==> src/tbc_pkg.sv <==
/*
 * tbc_pkg: register map, field positions, codes and reset values of the
 * timer time base with counter clock selection.
 * assumes: one 32-bit apb word per register, byte addressed.
 */
package tbc_pkg;

    // register byte offsets
    localparam int unsigned TBC_AW       = 8;
    localparam logic [7:0]  TBC_OFF_CTRL = 8'h00;
    localparam logic [7:0]  TBC_OFF_SMC  = 8'h04;
    localparam logic [7:0]  TBC_OFF_FLAG = 8'h08;
    localparam logic [7:0]  TBC_OFF_EGR  = 8'h0C;
    localparam logic [7:0]  TBC_OFF_CNT  = 8'h10;
    localparam logic [7:0]  TBC_OFF_PSC  = 8'h14;
    localparam logic [7:0]  TBC_OFF_ARR  = 8'h18;
    localparam logic [7:0]  TBC_OFF_CHM  = 8'h1C;
    localparam logic [7:0]  TBC_OFF_CHE  = 8'h20;
    localparam logic [7:0]  TBC_OFF_OPT  = 8'h24;

    // control_reg_one fields
    localparam int TBC_CR_CEN    = 0;
    localparam int TBC_CR_UDIS   = 1;
    localparam int TBC_CR_URS    = 2;
    localparam int TBC_CR_DIR    = 4;
    localparam int TBC_CR_CMS_LO = 5;
    localparam int TBC_CR_ARBE   = 7;
    // slave_mode_control_reg fields
    localparam int TBC_SM_SMS_LO  = 0;
    localparam int TBC_SM_TS_LO   = 4;
    localparam int TBC_SM_ETF_LO  = 8;
    localparam int TBC_SM_ETPS_LO = 12;
    localparam int TBC_SM_ECE     = 14;
    localparam int TBC_SM_ETP     = 15;
    // irq_flag_reg, event_generate_reg
    localparam int TBC_FL_UIF = 0;
    localparam int TBC_FL_TIF = 6;
    localparam int TBC_EG_UG  = 0;
    // channel_mode_reg, channel_enable_reg, option_reg
    localparam int TBC_CM_CC2S_LO = 8;
    localparam int TBC_CM_IC2F_LO = 12;
    localparam int TBC_CE_CC2P    = 5;
    localparam int TBC_OP_SEL_LO  = 0;
    localparam int TBC_OP_MSKEN   = 2;

    // codes
    localparam logic [2:0] TBC_SMS_OFF  = 3'h0;
    localparam logic [2:0] TBC_SMS_EXT1 = 3'h7;
    localparam logic [2:0] TBC_TS_OTHER = 3'h0;
    localparam logic [2:0] TBC_TS_TI2   = 3'h6;
    localparam logic [2:0] TBC_TS_ETRF  = 3'h7;
    localparam logic [1:0] TBC_CC2S_TI2 = 2'h1;
    localparam logic [1:0] TBC_CMS_EDGE = 2'h0;
    localparam logic [1:0] TBC_EXT_PCLK = 2'h0;
    localparam logic [1:0] TBC_EXT_1K   = 2'h1;
    localparam logic [1:0] TBC_EXT_32K  = 2'h2;
    localparam logic [1:0] TBC_EXT_PIN  = 2'h3;

    // reset values
    localparam logic [15:0] TBC_CNT_RST = 16'h0000;
    localparam logic [15:0] TBC_ARR_RST = 16'hFFFF;
    localparam logic [3:0]  TBC_PSC_RST = 4'h0;

    typedef enum logic [1:0] {
        TBC_SRC_INT  = 2'b00,
        TBC_SRC_EXT1 = 2'b01,
        TBC_SRC_EXT2 = 2'b10
    } tbc_src_t;

endpackage

==> src/tbc_timer_base.sv <==
/*
 * tbc_timer_base: 16-bit time base (up, down, center-aligned), update event
 * generation, buffered prescaler and auto-reload, and counter clock select
 * (internal, external mode 1 via channel two or trigger, external mode 2).
 * assumes: apb master on core_clk_i; external pins are asynchronous; the
 * slave update request comes from logic on the same clock.
 */
// The APB slave port and the placing of the registers are this design's own decisions.
// Notes on behaviour
// - down mode counts auto-reload to 0, reloads, flags underflow
// - down mode updates on underflow, software generate, slave request
// - update-disable blocks every update source; prescaler shadow keeps value, reload shadow only with reload buffer enabled
// - software generate in down mode reloads counter, clears prescaler
// - request-source bit keeps software generate from setting update flag
// - update sets flag, copies prescaler and auto-reload buffers in the same cycle
// - center mode: up to reload, down to zero, repeat
// - center mode direction bit is hardware owned, writes ignored
// - center mode updates at every overflow and underflow
// - center mode generate restarts counter and prescaler from zero
// - center mode with updates disabled and reload buffer enabled keeps the active reload value
// - center overflow makes new reload active, counter loads it
// - counter clock: internal, channel input, trigger line, other timer
// - slave mode 000 selects internal clock, generate bit self-clears
// - internal clock reaches prescaler once counter enable is set
// - slave mode 111 counts on selected trigger input edges
// - channel two counting: select 01, filter, polarity, trigger 110
// - each mode 1 edge is one prescaler input tick, sets trigger flag
// - external clock enable selects mode 2 on trigger line edges
// - source field picks peripheral clock, 1 kHz, 32 kHz or pin
// - pin source with mask enable is ANDed with the mask pin
// - trigger path has filter, polarity and edge prescaler
// - internal count enable follows counter enable one cycle later
// - prescaler divides by two to the exponent, new at update
// - up mode counts 0 to auto-reload, restarts, flags overflow
// - reload buffer enable: shadow loads always or at update only
`timescale 1ns/1ps
`default_nettype none

module tbc_timer_base #(
    parameter int unsigned CNT_W = 16
) (
    // clock and reset
    input  wire logic                       core_clk_i,
    input  wire logic                       sys_rst_i,
    // apb slave
    input  wire logic                       psel_i,
    input  wire logic                       penable_i,
    input  wire logic                       pwrite_i,
    input  wire logic [tbc_pkg::TBC_AW-1:0] paddr_i,
    input  wire logic [31:0]                pwdata_i,
    output logic      [31:0]                prdata_o,
    output logic                            pready_o,
    output logic                            pslverr_o,
    // external pins and other timer
    input  wire logic                       channel_two_input_i,
    input  wire logic                       external_clock_pin_i,
    input  wire logic                       clock_mask_pin_i,
    input  wire logic                       osc_1k_i,
    input  wire logic                       osc_32k_i,
    input  wire logic                       other_timer_trigger_i,
    // slave mode controller
    input  wire logic                       slave_update_req_i,
    // status
    output logic                            update_event_o,
    output logic                            trigger_event_o,
    output logic      [CNT_W-1:0]           count_o
);
    import tbc_pkg::*;

    logic [7:0]       ctrl;
    logic [15:0]      smc;
    logic [15:0]      chm;
    logic [15:0]      che;
    logic [2:0]       opt;
    logic [3:0]       psc_buf;
    logic [3:0]       psc_shadow;
    logic [CNT_W-1:0] arr_buf;
    logic [CNT_W-1:0] arr_act;
    logic [CNT_W-1:0] cnt;
    logic [15:0]      psc_cnt;
    logic             internal_count_enable;
    logic             uif;
    logic             tif;
    logic [5:0]       sync_a;
    logic [5:0]       sync_b;
    logic [1:0]       flt_q;
    logic [4:0]       flt_cnt [2];
    logic             etrf_q;
    logic             trgi_q;
    logic [2:0]       etps_cnt;

    // apb decode
    wire acc      = psel_i & penable_i;
    wire done     = acc & pready_o;
    wire wr       = done & pwrite_i;
    wire hit_ctrl = paddr_i == TBC_OFF_CTRL;
    wire hit_smc  = paddr_i == TBC_OFF_SMC;
    wire hit_flag = paddr_i == TBC_OFF_FLAG;
    wire hit_egr  = paddr_i == TBC_OFF_EGR;
    wire hit_cnt  = paddr_i == TBC_OFF_CNT;
    wire hit_psc  = paddr_i == TBC_OFF_PSC;
    wire hit_arr  = paddr_i == TBC_OFF_ARR;
    wire hit_chm  = paddr_i == TBC_OFF_CHM;
    wire hit_che  = paddr_i == TBC_OFF_CHE;
    wire hit_opt  = paddr_i == TBC_OFF_OPT;
    wire mapped   = hit_ctrl | hit_smc | hit_flag | hit_egr | hit_cnt |
                    hit_psc | hit_arr | hit_chm | hit_che | hit_opt;

    // generate bit is a strobe, never stored, so it always reads 0
    wire ug_req = wr & hit_egr & pwdata_i[TBC_EG_UG];

    wire [31:0] rd_word =
        hit_ctrl ? {24'h0000_00, ctrl} :
        hit_smc  ? {16'h0000, smc} :
        hit_flag ? {25'h000_0000, tif, 5'h00, uif} :
        hit_cnt  ? {{(32-CNT_W){1'b0}}, cnt} :
        hit_psc  ? {28'h000_0000, psc_buf} :
        hit_arr  ? {{(32-CNT_W){1'b0}}, arr_buf} :
        hit_chm  ? {16'h0000, chm} :
        hit_che  ? {16'h0000, che} :
        hit_opt  ? {29'h0000_0000, opt} : 32'h0000_0000;

    // control fields
    wire       cen    = ctrl[TBC_CR_CEN];
    wire       udis   = ctrl[TBC_CR_UDIS];
    wire       urs    = ctrl[TBC_CR_URS];
    wire       dir    = ctrl[TBC_CR_DIR];
    wire       arbe   = ctrl[TBC_CR_ARBE];
    wire       center = ctrl[TBC_CR_CMS_LO +: 2] != TBC_CMS_EDGE;
    wire [2:0] sms    = smc[TBC_SM_SMS_LO +: 3];
    wire [2:0] ts     = smc[TBC_SM_TS_LO +: 3];
    wire [3:0] etf    = smc[TBC_SM_ETF_LO +: 4];
    wire [1:0] etps   = smc[TBC_SM_ETPS_LO +: 2];
    wire       ece    = smc[TBC_SM_ECE];
    wire       etp    = smc[TBC_SM_ETP];
    wire [1:0] cc2s   = chm[TBC_CM_CC2S_LO +: 2];
    wire [3:0] ic2f   = chm[TBC_CM_IC2F_LO +: 4];
    wire       cc2p   = che[TBC_CE_CC2P];
    wire [1:0] extsel = opt[TBC_OP_SEL_LO +: 2];
    wire       msken  = opt[TBC_OP_MSKEN];

    // mode 2 wins over mode 1; other slave modes fall back to internal
    tbc_src_t clk_src;
    assign clk_src = ece ? TBC_SRC_EXT2 :
                     (sms == TBC_SMS_EXT1) ? TBC_SRC_EXT1 :
                     TBC_SRC_INT;

    // two-flop synchronisers: ch2, pin, mask, 1k, 32k, other timer
    wire [5:0] raw_in = {other_timer_trigger_i, osc_32k_i, osc_1k_i,
                         clock_mask_pin_i, external_clock_pin_i,
                         channel_two_input_i};
    always_ff @(posedge core_clk_i) begin
        if (sys_rst_i) begin
            sync_a <= 6'h00;
            sync_b <= 6'h00;
        end else begin
            sync_a <= raw_in;
            sync_b <= sync_a;
        end
    end

    // trigger line source, gated pin clock
    wire pin_clk = sync_b[1] & (msken ? sync_b[2] : 1'b1);
    wire etr_raw = (extsel == TBC_EXT_PIN) ? pin_clk :
                   (extsel == TBC_EXT_32K) ? sync_b[4] : sync_b[3];

    // sample filters: new level accepted after code+1 agreeing samples
    wire [1:0] flt_in  = {etr_raw, sync_b[0]};
    wire [3:0] flt_thr [2];
    assign flt_thr[0] = ic2f;
    assign flt_thr[1] = etf;
    for (genvar g = 0; g < 2; g++) begin : g_flt
        always_ff @(posedge core_clk_i) begin
            if (sys_rst_i) begin
                flt_q[g]   <= 1'b0;
                flt_cnt[g] <= 5'h00;
            end else if (flt_in[g] == flt_q[g]) begin
                flt_cnt[g] <= 5'h00;
            end else if (flt_cnt[g] >= {1'b0, flt_thr[g]}) begin
                flt_q[g]   <= flt_in[g];
                flt_cnt[g] <= 5'h00;
            end else begin
                flt_cnt[g] <= 5'(flt_cnt[g] + 5'h01);
            end
        end
    end

    // polarity and edges
    wire etrf     = flt_q[1] ^ etp;
    wire ti2fp2   = (cc2s == TBC_CC2S_TI2) & (flt_q[0] ^ cc2p);
    // peripheral clock as source: every cycle is an edge
    wire etr_edge = (extsel == TBC_EXT_PCLK) | (etrf & ~etrf_q);
    wire trgi     = (ts == TBC_TS_TI2)   ? ti2fp2 :
                    (ts == TBC_TS_ETRF)  ? etrf :
                    (ts == TBC_TS_OTHER) ? sync_b[5] : 1'b0;
    wire trg_edge = trgi & ~trgi_q;
    wire [2:0] etps_mask = 3'((4'h1 << etps) - 4'h1);
    wire prescaled_external_trigger_tick = etr_edge & ((etps_cnt & etps_mask) == etps_mask);
    wire ext1_edge = (clk_src == TBC_SRC_EXT1) & trg_edge;

    always_ff @(posedge core_clk_i) begin
        if (sys_rst_i) begin
            etrf_q   <= 1'b0;
            trgi_q   <= 1'b0;
            etps_cnt <= 3'h0;
        end else begin
            etrf_q <= etrf;
            trgi_q <= trgi;
            if (etr_edge) begin
                etps_cnt <= 3'(etps_cnt + 3'h1);
            end
        end
    end

    // prescaler
    wire src_tick = (clk_src == TBC_SRC_EXT2) ? prescaled_external_trigger_tick :
                    (clk_src == TBC_SRC_EXT1) ? trg_edge : 1'b1;
    wire [15:0] psc_mask = 16'((17'h0_0001 << psc_shadow) - 17'h0_0001);
    wire psc_done = psc_cnt == psc_mask;
    wire cnt_tick = internal_count_enable & src_tick & psc_done;

    // counter events and update
    wire [CNT_W-1:0] arr_dec = CNT_W'(arr_act - 1'b1);
    wire at_top  = cnt == arr_act;
    wire at_zero = cnt == {CNT_W{1'b0}};
    wire at_one  = cnt == {{(CNT_W-1){1'b0}}, 1'b1};
    wire ovf = cnt_tick & ~dir & (center ? (cnt == arr_dec) : at_top);
    wire unf = cnt_tick & dir & (center ? at_one : at_zero);
    wire init = ug_req | slave_update_req_i;
    wire ev_src = ovf | unf | init;
    wire uev    = ~udis & ev_src;
    // request-source bit hides only software-generated updates
    wire uif_set = uev & (ovf | unf | slave_update_req_i | ~urs);
    wire [CNT_W-1:0] next_arr = (~arbe | uev) ? arr_buf : arr_act;

    logic [CNT_W-1:0] next_cnt;
    logic             next_dir;
    logic [7:0]       next_ctrl;
    always_comb begin
        next_cnt = cnt;
        next_dir = dir;
        if (uev & init) begin
            if (center) begin
                next_cnt = {CNT_W{1'b0}};
                next_dir = 1'b0;
            end else if (dir) begin
                next_cnt = next_arr;
            end else begin
                next_cnt = {CNT_W{1'b0}};
            end
        end else if (wr & hit_cnt) begin
            next_cnt = pwdata_i[CNT_W-1:0];
        end else if (cnt_tick) begin
            if (center) begin
                if (ovf) begin
                    next_cnt = next_arr;
                    next_dir = 1'b1;
                end else if (unf) begin
                    next_cnt = {CNT_W{1'b0}};
                    next_dir = 1'b0;
                end else if (dir) begin
                    next_cnt = CNT_W'(cnt - 1'b1);
                end else begin
                    next_cnt = CNT_W'(cnt + 1'b1);
                end
            end else if (dir) begin
                next_cnt = at_zero ? next_arr : CNT_W'(cnt - 1'b1);
            end else begin
                next_cnt = at_top ? {CNT_W{1'b0}} : CNT_W'(cnt + 1'b1);
            end
        end
        next_ctrl = (wr & hit_ctrl) ? pwdata_i[7:0] : ctrl;
        next_ctrl[TBC_CR_DIR] = (wr & hit_ctrl & ~center) ?
                                pwdata_i[TBC_CR_DIR] : next_dir;
    end

    // registers and time base state
    always_ff @(posedge core_clk_i) begin
        if (sys_rst_i) begin
            ctrl       <= 8'h00;
            smc        <= 16'h0000;
            chm        <= 16'h0000;
            che        <= 16'h0000;
            opt        <= 3'h0;
            psc_buf    <= TBC_PSC_RST;
            psc_shadow <= TBC_PSC_RST;
            arr_buf    <= CNT_W'(TBC_ARR_RST);
            arr_act    <= CNT_W'(TBC_ARR_RST);
            cnt        <= CNT_W'(TBC_CNT_RST);
            psc_cnt    <= 16'h0000;
            internal_count_enable     <= 1'b0;
            uif        <= 1'b0;
            tif        <= 1'b0;
        end else begin
            ctrl   <= next_ctrl;
            cnt    <= next_cnt;
            internal_count_enable <= cen;
            if (wr & hit_smc) smc <= pwdata_i[15:0];
            if (wr & hit_chm) chm <= pwdata_i[15:0];
            if (wr & hit_che) che <= pwdata_i[15:0];
            if (wr & hit_opt) opt <= pwdata_i[2:0];
            if (wr & hit_psc) psc_buf <= pwdata_i[3:0];
            if (wr & hit_arr) arr_buf <= pwdata_i[CNT_W-1:0];
            arr_act <= next_arr;
            if (uev) begin
                psc_shadow <= psc_buf;
            end
            if (uev & init) begin
                psc_cnt <= 16'h0000;
            end else if (internal_count_enable & src_tick) begin
                psc_cnt <= psc_done ? 16'h0000 : 16'(psc_cnt + 16'h0001);
            end
            // set wins over a write-one clear in the same cycle
            uif <= uif_set | (uif & ~(wr & hit_flag & pwdata_i[TBC_FL_UIF]));
            tif <= ext1_edge | (tif & ~(wr & hit_flag & pwdata_i[TBC_FL_TIF]));
        end
    end

    // apb answer: one wait state, data sampled with pready
    always_ff @(posedge core_clk_i) begin
        if (sys_rst_i) begin
            pready_o        <= 1'b0;
            pslverr_o       <= 1'b0;
            prdata_o        <= 32'h0000_0000;
            update_event_o  <= 1'b0;
            trigger_event_o <= 1'b0;
        end else begin
            pready_o        <= acc & ~pready_o;
            pslverr_o       <= acc & ~pready_o & ~mapped;
            update_event_o  <= uev;
            trigger_event_o <= ext1_edge;
            if (acc & ~pready_o) begin
                prdata_o <= (pwrite_i | ~mapped) ? 32'h0000_0000 : rd_word;
            end
        end
    end

    assign count_o = cnt;
endmodule // tbc_timer_base

`default_nettype wire

==> config.mk <==
export PLATFORM = sky130hd
export DESIGN_NAME = tbc_timer_base
export DESIGN_NICKNAME = d
export VERILOG_FILES = /design/src/tbc_pkg.sv /design/src/tbc_timer_base.sv
export SDC_FILE = /design/constraint.sdc
export NUM_CORES = 1
export LEC_CHECK = 0
export BUFFER_PORTS_ARGS = -buffer_cell sky130_fd_sc_hd__clkbuf_2
export CAP_MARGIN = 20
export CORE_MARGIN = 1.5
export CORE_UTILIZATION = 25
export CTS_CLUSTER_SIZE = 28
export DETAILED_ROUTE_END_ITERATION = 8
export PLACE_DENSITY = 0.42
export SYNTH_ARGS = -nofsm -noshare
export SYNTH_HDL_FRONTEND = slang
export SYNTH_SLANG_ARGS = --single-unit
==> constraint.sdc <==
create_clock -name core_clk_i -period 5.15 [get_ports core_clk_i]
set_input_delay 0.2575 -clock core_clk_i [delete_from_list [all_inputs] [get_ports core_clk_i]]
set_output_delay 0.2575 -clock core_clk_i [all_outputs]
set_load 0.02 [all_outputs]
==> impl_metrics.json, run 1 <==
{
  "ys_seq_area_share_pct": 34.7,
  "grt_usage_pct": 18.1,
  "cp.arrival_ns": 4.83,
  "gp_congestion": 0.906,
  "place_hpwl_um": 29100,
  "yosysUniqueCellTypes": 82,
  "grt_pass1_vias": 9974,
  "crit_fanout": 13,
  "drc": 0,
  "p_leak_nw": 4.66,
  "fmax_ghz": 0.221,
  "avgSynthCellArea_um2": 7.75,
  "ir_drop_mv": 0.217,
  "drive_gt1_share_pct": 12.4,
  "htreeDepth": 4,
  "power_frac_clock_pct": 43.1,
  "cts_tree": "yes",
  "rsz0062_at_grt": "false",
  "rows": 76,
  "antenna_left": 0,
  "post-cts-setup-buffer-count": 0,
  "status": "finished clean",
  "whs_ns": 0.0175,
  "areaGrowthSynthToFinish_pct": 15.0,
  "hp-class": "in2reg",
  "die_h_um": 211,
  "ys_ff_latch": 183,
  "nNetsFinal": 1518,
  "antenna_cells": 0,
  "antenna_found_initial": 0,
  "crit_type": "reg2reg",
  "critPathLaunchType": "flop",
  "slew_viol_final": 0,
  "switchingPower_mw": 0.856,
  "clock-sinks": 183,
  "grt_max_degree": 73,
  "switching_share_pct": 27.9,
  "cts_buffers": 17,
  "drtIter0Drc": 973,
  "synth_edf_count": 10,
  "grt_pass1_wl_um": 61600,
  "fin_crit_ns": 4.52,
  "routed_wl_um": 39700,
  "powerDensity_mw_per_mm2": 247,
  "clk_pin_slew_worst_paths_ns": 0.07,
  "max-slew-margin-rel_pct": 36.9,
  "dr.pass1.iters": 6,
  "setup_viol": 0,
  "finClkSkew_ns": 0.0111,
  "hold_viol_final": 0,
  "insertion_delay_ns": 0.46,
  "power_mw": 3.07,
  "synthArstFlopShare_pct": 0,
  "crit_path_end_kind": "flop",
  "nFillCells": 4719,
  "port_buffers": 71,
  "slowest_delay_ns": 0.56,
  "finalCritPeriodShare_pct": 87.7,
  "coreArea_mm2": 0.0429,
  "fp.dieArea_mm2": 0.0446,
  "max_cap_viol_count": 0,
  "p_int_mw": 2.22,
  "cts_root_buf": "clkbuf_16",
  "fp.dieW_um": 211,
  "synth_cells": 1399,
  "clk_path_buf_depth": 2,
  "tns_ns": 0,
  "io_pins": 104,
  "syn_area_mm2": 0.0108,
  "routedWlPerCell_um": 19.4,
  "slowest_stage": "or4_1",
  "power_frac_comb_pct": 9.3,
  "grt_overflow_total": 0,
  "yosys_warnings": 0,
  "crit_required_ns": 5.46,
  "path_cells": "or4_1, ha_1, xnor2_1, xnor2_1, a221o_1, nor4_1, o2111ai_1, a22o_1, a31oi_2, buf_4, mux2_2, a311oi_1, a311oi_1",
  "ys.flop_type": "dfxtp_1",
  "via_count": 10410,
  "seqPwrFrac_pct": 47.6,
  "via_per_inst": 5.09,
  "max_slew.worst_pin.slew_ns": 0.946,
  "initial_utilization_pct": 25.3
}
registers in the layout, indices dropped and copies added (netlist names), 2 cells and up:
name / cells
arr_act: 16
chm: 16
etps_cnt: 3
flt_cnt: 10
sync_b: 6
ctrl: 8
che: 16
count_o: 16
arr_buf: 16
psc_buf: 4
sync_a: 6
opt: 3
psc_cnt: 16
prdata_o: 16
psc_shadow: 4
smc: 16
flt_q: 2
worst paths after layout:
check                                  start                      end  slack [ns]  depth (start not counted)
setup / recovery  psc_shadow[1]$_SDFFE_PP0P_  count_o[9]$_SDFFE_PP0P_        0.63                         13
hold / removal                     osc_32k_i     sync_a[4]$_SDFF_PP0_        0.02                          2
setup reg to reg  psc_shadow[1]$_SDFFE_PP0P_  count_o[9]$_SDFFE_PP0P_        0.63                         13
hold reg to reg         sync_a[1]$_SDFF_PP0_     sync_b[1]$_SDFF_PP0_        0.44                          1
layout make-up:
| cell class | count | area, um^2 | area share, % |
|---|---|---|---|
| inverter | 29 | 109 | 0.873 |
| sequential | 183 | 3760 | 30.2 |
| tap | 585 | 732 | 5.87 |
| clock buffer | 19 | 433 | 3.47 |
| timing repair buffer | 119 | 723 | 5.80 |
| clock inverter | 13 | 136 | 1.09 |
| multi-input combinational | 1099 | 6570 | 52.7 |
cells in the final DEF (no fill, tap or decap), drive strengths merged, types with 8 or more instances in the layout:
cell    instances
or3            14
a211oi         14
xor2           47
mux2            8
nand4          13
a31oi           8
mux2i          38
ha             17
a22oi          42
nand2         216
nand3          60
nor3           25
nor4           16
a311oi         12
nand2b         11
o21ai          67
a21o            8
xnor2          40
o22ai           8
nor2b          21
inv            36
conb           26
edfxtp         10
dfxtp         173
o31ai           8
buf            47
a21oi         103
or4            12
and3           13
clkbuf         89
a222oi          9
nor2          148
routing by layer:
metal / vias to the layer above / global-route usage, % / part of all wire [%]
met5: - / 0 / 0
met4: 0 / 5.05 / 1.6
met3: 38 / 2.75 / 5.2
met2: 292 / 28.4 / 44
met1: 5028 / 25.6 / 49
li1: 5052 / - / -
power groups by stage:
stage	Sequential [mW]	Clock, mW	Combinational (mW)
floorplan	1.50	0	0.181
global route	1.46	1.42	0.314
global placement	1.50	0	0.282
finish	1.46	1.33	0.285
detailed placement	1.50	0	0.284
CTS	1.46	1.36	0.286
what timing repair did:
action / in CTS / in global routing
gates resized for setup: 0 / 0
hold buffers: 2 / 0
hold endpoints to repair: 2 / 0
per-stage QoR:
stage,instances,worst slack [ns],util (%),cell area (um^2)
after CTS,2046,0.642,29.0,12500
after global routing,2047,0.343,29.1,12500
after detailed placement,2012,0.659,27.7,11900
after floorplan,1423,1.17,-,10900
after global placement,2011,0.722,27.7,11900
final,2047,0.634,29.1,12500
Yosys cell counts, types with 17 or more instances:
cell type,instances,area (um^2)
nand2_1,216,811
a22oi_1,42,315
ha_1,17,213
inv_1,29,109
xnor2_1,40,350
xor2_1,47,412
nor2b_1,21,131
dfxtp_1,173,3460
nor3_1,25,125
nand3_1,60,300
nor2_1,148,556
clkbuf_1,81,304
a21oi_1,102,510
o21ai_0,64,320
mux2i_1,38,380
worst max-delay path: cells and delay by family, from the launching register on:
kind / cells / cell delay (ns)
adder cells (fa/ha/maj): 1 / 0.34
XOR/XNOR: 2 / 0.32
AND/OR/NAND/NOR: 2 / 1.11
AO/OA/AOI/OAI: 6 / 1.50
multiplexers: 1 / 0.37
buffers and inverters: 1 / 0.29
flip-flops: 1 / 0.44
logic make-up (layout without fill, tap and decap cells):
kind of cell	count (synthesis)	in the layout	share of synthesized area (%)
fa+ha+maj	17	17	1.96
flops	183	183	34.7
other cells	2	26	0.0693
compound gates	337	337	20.4
buf+inv	141	180	5.75
mux	50	50	5.17
xor+xnor	87	87	7.03
simple gates	582	582	24.9
No activity file was read; power rests on OpenSTA's default activity.
==> run 2, diff against run 1 <==
--- a/config.mk
+++ b/config.mk
@@ -11,7 +11,8 @@
 export CORE_UTILIZATION = 25
 export CTS_CLUSTER_SIZE = 28
 export DETAILED_ROUTE_END_ITERATION = 8
-export PLACE_DENSITY = 0.42
+export GPL_TIMING_DRIVEN = 0
+export PLACE_DENSITY = 0.44
 export SYNTH_ARGS = -nofsm -noshare
 export SYNTH_HDL_FRONTEND = slang
 export SYNTH_SLANG_ARGS = --single-unit
==> constraint.sdc (replaced) <==
create_clock -name core_clk_i -period 3.94 [get_ports core_clk_i]
set_input_delay 0.197 -clock core_clk_i [delete_from_list [all_inputs] [get_ports core_clk_i]]
set_output_delay 0.197 -clock core_clk_i [all_outputs]
set_load 0.02 [all_outputs]
==> impl_metrics.json, run 2 (synthesized netlist as in run 1, its figures left out) <==
{
  "grt_pass1_wl_um": 66200,
  "setup_ws_ns": -0.0550,
  "finalCritPeriodShare_pct": 101,
  "initial_utilization_pct": 25.3,
  "p_int_mw": 2.90,
  "path_delay_family": "simple AND/OR/NAND/NOR gates",
  "antenna_found_initial": 0,
  "fin_crit_ns": 3.99,
  "cts_buffers": 17,
  "grt_pass1_vias": 10469,
  "areaGrowthSynthToFinish_pct": 22.7,
  "finClkSkew_ns": 0.0133,
  "final_common_cell": "nand2_1",
  "routedWlPerCell_um": 20.8,
  "fp.dieW_um": 211,
  "cts_root_buf": "clkbuf_16",
  "nNetsFinal": 1600,
  "crit_type": "reg2reg",
  "slowest_stage": "or4_4",
  "antenna_left": 0,
  "slew_viol_final": 0,
  "via_per_inst": 5.08,
  "power_frac_clock_pct": 42.7,
  "place_ws_ns": -1.33,
  "crit_required_ns": 4.29,
  "via_count": 10818,
  "routed_wl_um": 44300,
  "htreeDepth": 4,
  "ir_drop_mv": 0.271,
  "hp-class": "in2reg",
  "setup_viol": 9,
  "crit_fanout": 6,
  "p_leak_nw": 4.87,
  "status": "finished with violations",
  "slowest_delay_ns": 0.58,
  "gp_congestion": 0.939,
  "fp.dieArea_mm2": 0.0446,
  "powerDensity_mw_per_mm2": 305,
  "die_h_um": 211,
  "clock-sinks": 183,
  "drc": 0,
  "seqPwrFrac_pct": 47.1,
  "antenna_cells": 0,
  "crit_path_end_kind": "flop",
  "drtIter0Drc": 800,
  "hold_viol_final": 0,
  "max-slew-margin-rel_pct": 26.4,
  "rows": 76,
  "worstPathBufferInverterCount": 3,
  "switching_share_pct": 28.5,
  "grt_max_degree": 19,
  "dpl_cell_area_mm2": 0.0120,
  "max_slew.worst_pin.slew_ns": 1.10,
  "clk_path_buf_depth": 2,
  "cp.arrival_ns": 4.35,
  "power_frac_comb_pct": 10.2,
  "cts_tree": "yes",
  "place_hpwl_um": 33700,
  "drive_gt1_share_pct": 15.6,
  "final_cell_area_mm2": 0.0133,
  "io_pins": 104,
  "path_cells": "inv_4, ha_4, or4b_4, o31ai_4, nand4_1, or3_1, or4_4, o41a_1, a31oi_4, buf_8, buf_12, mux2i_4, o22ai_2, a21o_1",
  "critPathLaunchType": "flop",
  "dr.pass1.iters": 6,
  "tns_ns": -0.349,
  "insertion_delay_ns": 0.47,
  "whs_ns": 0.0630,
  "max_cap_viol_count": 0,
  "rrSetupSlack_ns": -0.05,
  "rsz0062_at_grt": "true",
  "coreArea_mm2": 0.0429,
  "violations": "setup timing",
  "switchingPower_mw": 1.16,
  "fmax_ghz": 0.250,
  "dp_cells": 2076,
  "clk_pin_slew_worst_paths_ns": 0.08,
  "port_buffers": 67,
  "final_cells": 2129,
  "grt_usage_pct": 20.0,
  "layout_common_cells": "nand2_1, dfxtp_1, nor2_1",
  "grt_overflow_total": 0
}
==> run 2: cell types whose count changed in the layout (fill, tap and decap cells not counted), sizes merged <==
cell and delta:
buf +4, clkbuf +72, clkdlybuf4s15 +1, clkinv -2
clkinvlp +2, dlygate4sd3 +4, inv +1
==> run 2: final cells by class <==
cell class / count / area [um^2]
Timing Repair Buffer: 95 / 606
Sequential cell: 183 / 3780
Tap cell: 585 / 732
Inverter: 29 / 114
Fill cell: 4656 / 29600
Buffer: 106 / 523
Clock inverter: 14 / 136
Clock buffer: 18 / 429
Multi-Input combinational cell: 1099 / 6980
==> run 2: path summary, 6_finish.rpt <==
| kind | to | start | depth (start not counted) |
|---|---|---|---|
| worst max-delay path | count_o[12]$_SDFFE_PP0P_ | arr_act[1]$_SDFF_PP1_ | 14 |
| worst min-delay path | che[14]$_SDFFE_PP0P_ | pwdata_i[14] | 3 |
| worst max register to register | count_o[12]$_SDFFE_PP0P_ | arr_act[1]$_SDFF_PP1_ | 14 |
| worst min register to register | sync_b[3]$_SDFF_PP0_ | sync_a[3]$_SDFF_PP0_ | 1 |
==> run 2: worst reg2reg max path, stage by stage (launching register included) <==
cell and delay, ns:
dfxtp_4 0.38, inv_4 0.06, ha_4 0.12, or4b_4 0.52, o31ai_4 0.21, nand4_1 0.11
or3_1 0.32, or4_4 0.58, o41a_1 0.40, a31oi_4 0.29, buf_8 0.20, buf_12 0.16
mux2i_4 0.27, o22ai_2 0.09, a21o_1 0.18
==> run 2: what timing repair did <==
action                                 in CTS  in global routing
setup endpoints to repair                  55                 36
setup buffers                              14                  5
resized for setup                          86                 31
cloned                                      2                  0
pin swaps                                  11                 10
endpoints found under the hold margin       6                  0
hold buffers                                6                  0
==> run 2: per-stage QoR <==
| step | total power [mW] | utilization (%) |
|---|---|---|
| after floorplan | 2.19 | - |
| after global placement | 2.35 | 28.0 |
| final | 4.06 | 31.0 |
| after CTS | 4.10 | 30.6 |
| after detailed placement | 2.35 | 28.0 |
| after global routing | 4.21 | 31.0 |
==> run 2: power groups by stage <==
stage	sequential, mW	clock [mW]	combinational [mW]
floorplan	1.96	0	0.236
global placement	1.96	0	0.395
detailed placement	1.96	0	0.395
CTS	1.91	1.78	0.406
global route	1.92	1.85	0.447
finish	1.91	1.73	0.415
==> run 2: layer usage <==
layer  global-route usage (%)  part of all wire (%)
met5                        0                     0
met4                     8.15                   3.6
met3                     3.00                   5.8
met2                     32.2                    45
met1                     26.7                    45
==> run 3, diff against run 2 <==
--- a/config.mk
+++ b/config.mk
@@ -13,6 +13,7 @@
 export DETAILED_ROUTE_END_ITERATION = 8
 export GPL_TIMING_DRIVEN = 0
 export PLACE_DENSITY = 0.44
+export SETUP_SLACK_MARGIN = 0.4
 export SYNTH_ARGS = -nofsm -noshare
 export SYNTH_HDL_FRONTEND = slang
 export SYNTH_SLANG_ARGS = --single-unit
==> impl_metrics.json, run 3 (synthesized netlist as in run 1, its figures left out) <==
{
  "status": "finished with violations",
  "violations": "setup timing",
  "crit_top_cell": "or4_4",
  "clk_pin_slew_worst_paths_ns": 0.07,
  "cts_tree": "yes",
  "max-slew-margin-rel_pct": 17.2,
  "switching_share_pct": 27.0,
  "drtIter0Drc": 839,
  "nNetsFinal": 1624,
  "grt_max_degree": 17,
  "grt_pass1_vias": 10557,
  "grt_usage_pct": 19.9,
  "fp.dieW_um": 211,
  "antenna_left": 0,
  "hold_depth": 3,
  "slowest_delay_ns": 0.52,
  "reg2reg_depth": 13,
  "areaGrowthSynthToFinish_pct": 26.6,
  "cts_root_buf": "clkbuf_16",
  "drc": 0,
  "hold_viol_final": 0,
  "fin_crit_ns": 3.99,
  "io_pins": 104,
  "grt_pass1_wl_um": 66400,
  "insertion_delay_ns": 0.47,
  "setup_viol": 14,
  "finClkSkew_ns": 0.0113,
  "grt_overflow_total": 0,
  "dp_cells": 2076,
  "drive_gt1_share_pct": 17.4,
  "clk_path_buf_depth": 2,
  "htreeDepth": 4,
  "routedWlPerCell_um": 20.6,
  "critPathLaunchType": "flop",
  "powerDensity_mw_per_mm2": 301,
  "rsz0062_at_grt": "true",
  "via_count": 11033,
  "power_mw": 4.14,
  "die_h_um": 211,
  "power_frac_comb_pct": 10.1,
  "crit_required_ns": 4.28,
  "slowest_stage": "or4b_4",
  "final-seq-area_mm2": 0.00378,
  "antenna_cells": 0,
  "crit_path_end_kind": "flop",
  "routed_wl_um": 44200,
  "max_slew.worst_pin.slew_ns": 1.24,
  "via_per_inst": 5.12,
  "power_frac_clock_pct": 43.6,
  "place_hpwl_um": 33300,
  "fp.dieArea_mm2": 0.0446,
  "antenna_found_initial": 0,
  "p_leak_nw": 5.07,
  "hp-class": "in2reg",
  "p_int_mw": 3.02,
  "finalCritPeriodShare_pct": 101,
  "final_common_cell": "nand2_1",
  "port_buffers": 67,
  "gp_congestion": 0.936,
  "postLayoutCoreUtil_pct": 32.0,
  "switchingPower_mw": 1.12,
  "multiInputGateArea_mm2": 0.00706,
  "seqPwrFrac_pct": 46.2,
  "fmax_ghz": 0.251,
  "layout_common_cells": "nand2_1, dfxtp_1, nor2_1",
  "crit_type": "reg2reg",
  "ir_drop_mv": 0.290,
  "dr.pass1.iters": 6,
  "cp.arrival_ns": 4.33,
  "max_cap_viol_count": 0,
  "path_cells": "inv_4, ha_4, or4b_4, or4_4, o211ai_2, o21ai_1, or4_4, o41a_1, a31oi_4, buf_12, mux2i_4, a311oi_1, or3_1",
  "nFillCells": 4590,
  "rows": 76,
  "slew_viol_final": 0,
  "coreArea_mm2": 0.0429,
  "final_cells": 2153,
  "crit_fanout": 6,
  "setup_ws_ns": -0.0487,
  "whs_ns": 0.0472,
  "initial_utilization_pct": 25.3,
  "cts_buffers": 17,
  "clock-sinks": 183
}
-- run 3: final timing paths --
| path | to | slack (ns) | startpoint |
|---|---|---|---|
| setup reg to reg | count_o[7]$_SDFFE_PP0P_ | -0.05 | arr_act[0]$_SDFF_PP1_ |
| hold / removal | smc[8]$_SDFFE_PP0P_ | 0.05 | pwdata_i[8] |
| hold reg to reg | sync_b[5]$_SDFF_PP0_ | 0.44 | sync_a[5]$_SDFF_PP0_ |
| setup / recovery | count_o[7]$_SDFFE_PP0P_ | -0.05 | arr_act[0]$_SDFF_PP1_ |
-- run 3: repair_timing --
item | in CTS | in global routing
endpoints found under the setup margin | 55 | 49
endpoints found under the hold margin | 6 | 0
cloned | 4 | 0
buffers inserted | 26 | 8
gates resized for setup | 99 | 52
hold buffers | 6 | 0
pin swaps | 26 | 24
-- run 3: critical path: cells and delay by family, from the launching register on --
| kind | cells | cell delay (ns) |
|---|---|---|
| mux | 1 | 0.26 |
| fa+ha+maj | 1 | 0.12 |
| compound gates | 5 | 0.96 |
| buf+inv | 2 | 0.24 |
| flops | 1 | 0.37 |
| simple gates | 4 | 1.87 |
-- run 3: layout make-up --
| class | instances | share of cell area, % |
|---|---|---|
| Sequential cell | 183 | 27.5 |
| Clock buffer | 20 | 3.18 |
| Multi-Input combinational cell | 1099 | 51.4 |
| Inverter | 29 | 0.829 |
| Clock inverter | 12 | 1.12 |
| Timing Repair Buffer | 113 | 6.01 |
| Buffer | 112 | 4.58 |
| Tap cell | 585 | 5.33 |
-- run 3: power by group through the flow --
stage          Clock [mW]  Sequential, mW  Combinational [mW]
6_report             1.81            1.91               0.420
4_1_cts              1.84            1.91               0.409
5_1_grt              1.90            1.92               0.453
3_3_place_gp            0            1.96               0.392
2_1_floorplan           0            1.96               0.237
3_5_place_dp            0            1.96               0.393
-- run 3: routing by layer --
metal / GRT usage [%] / vias to the layer above / routed length [um]
met3: 2.66 / 68 / 2560
li1: - / 5266 / -
met5: 0 / - / 0
met4: 6.53 / 0 / 1110
met1: 27.0 / 5315 / 20200
met2: 32.6 / 384 / 20400
-- run 3: metrics by stage --
stage / cell area, um^2 / setup TNS (ns) / setup WS (ns)
floorplan: 11000 / 0 / 0.234
global placement: 12100 / -18.41 / -0.855
detailed placement: 12100 / -17.80 / -0.906
CTS: 13500 / -0.492 / -0.0535
global route: 13700 / -2.25 / -0.149
finish: 13700 / -0.405 / -0.0487
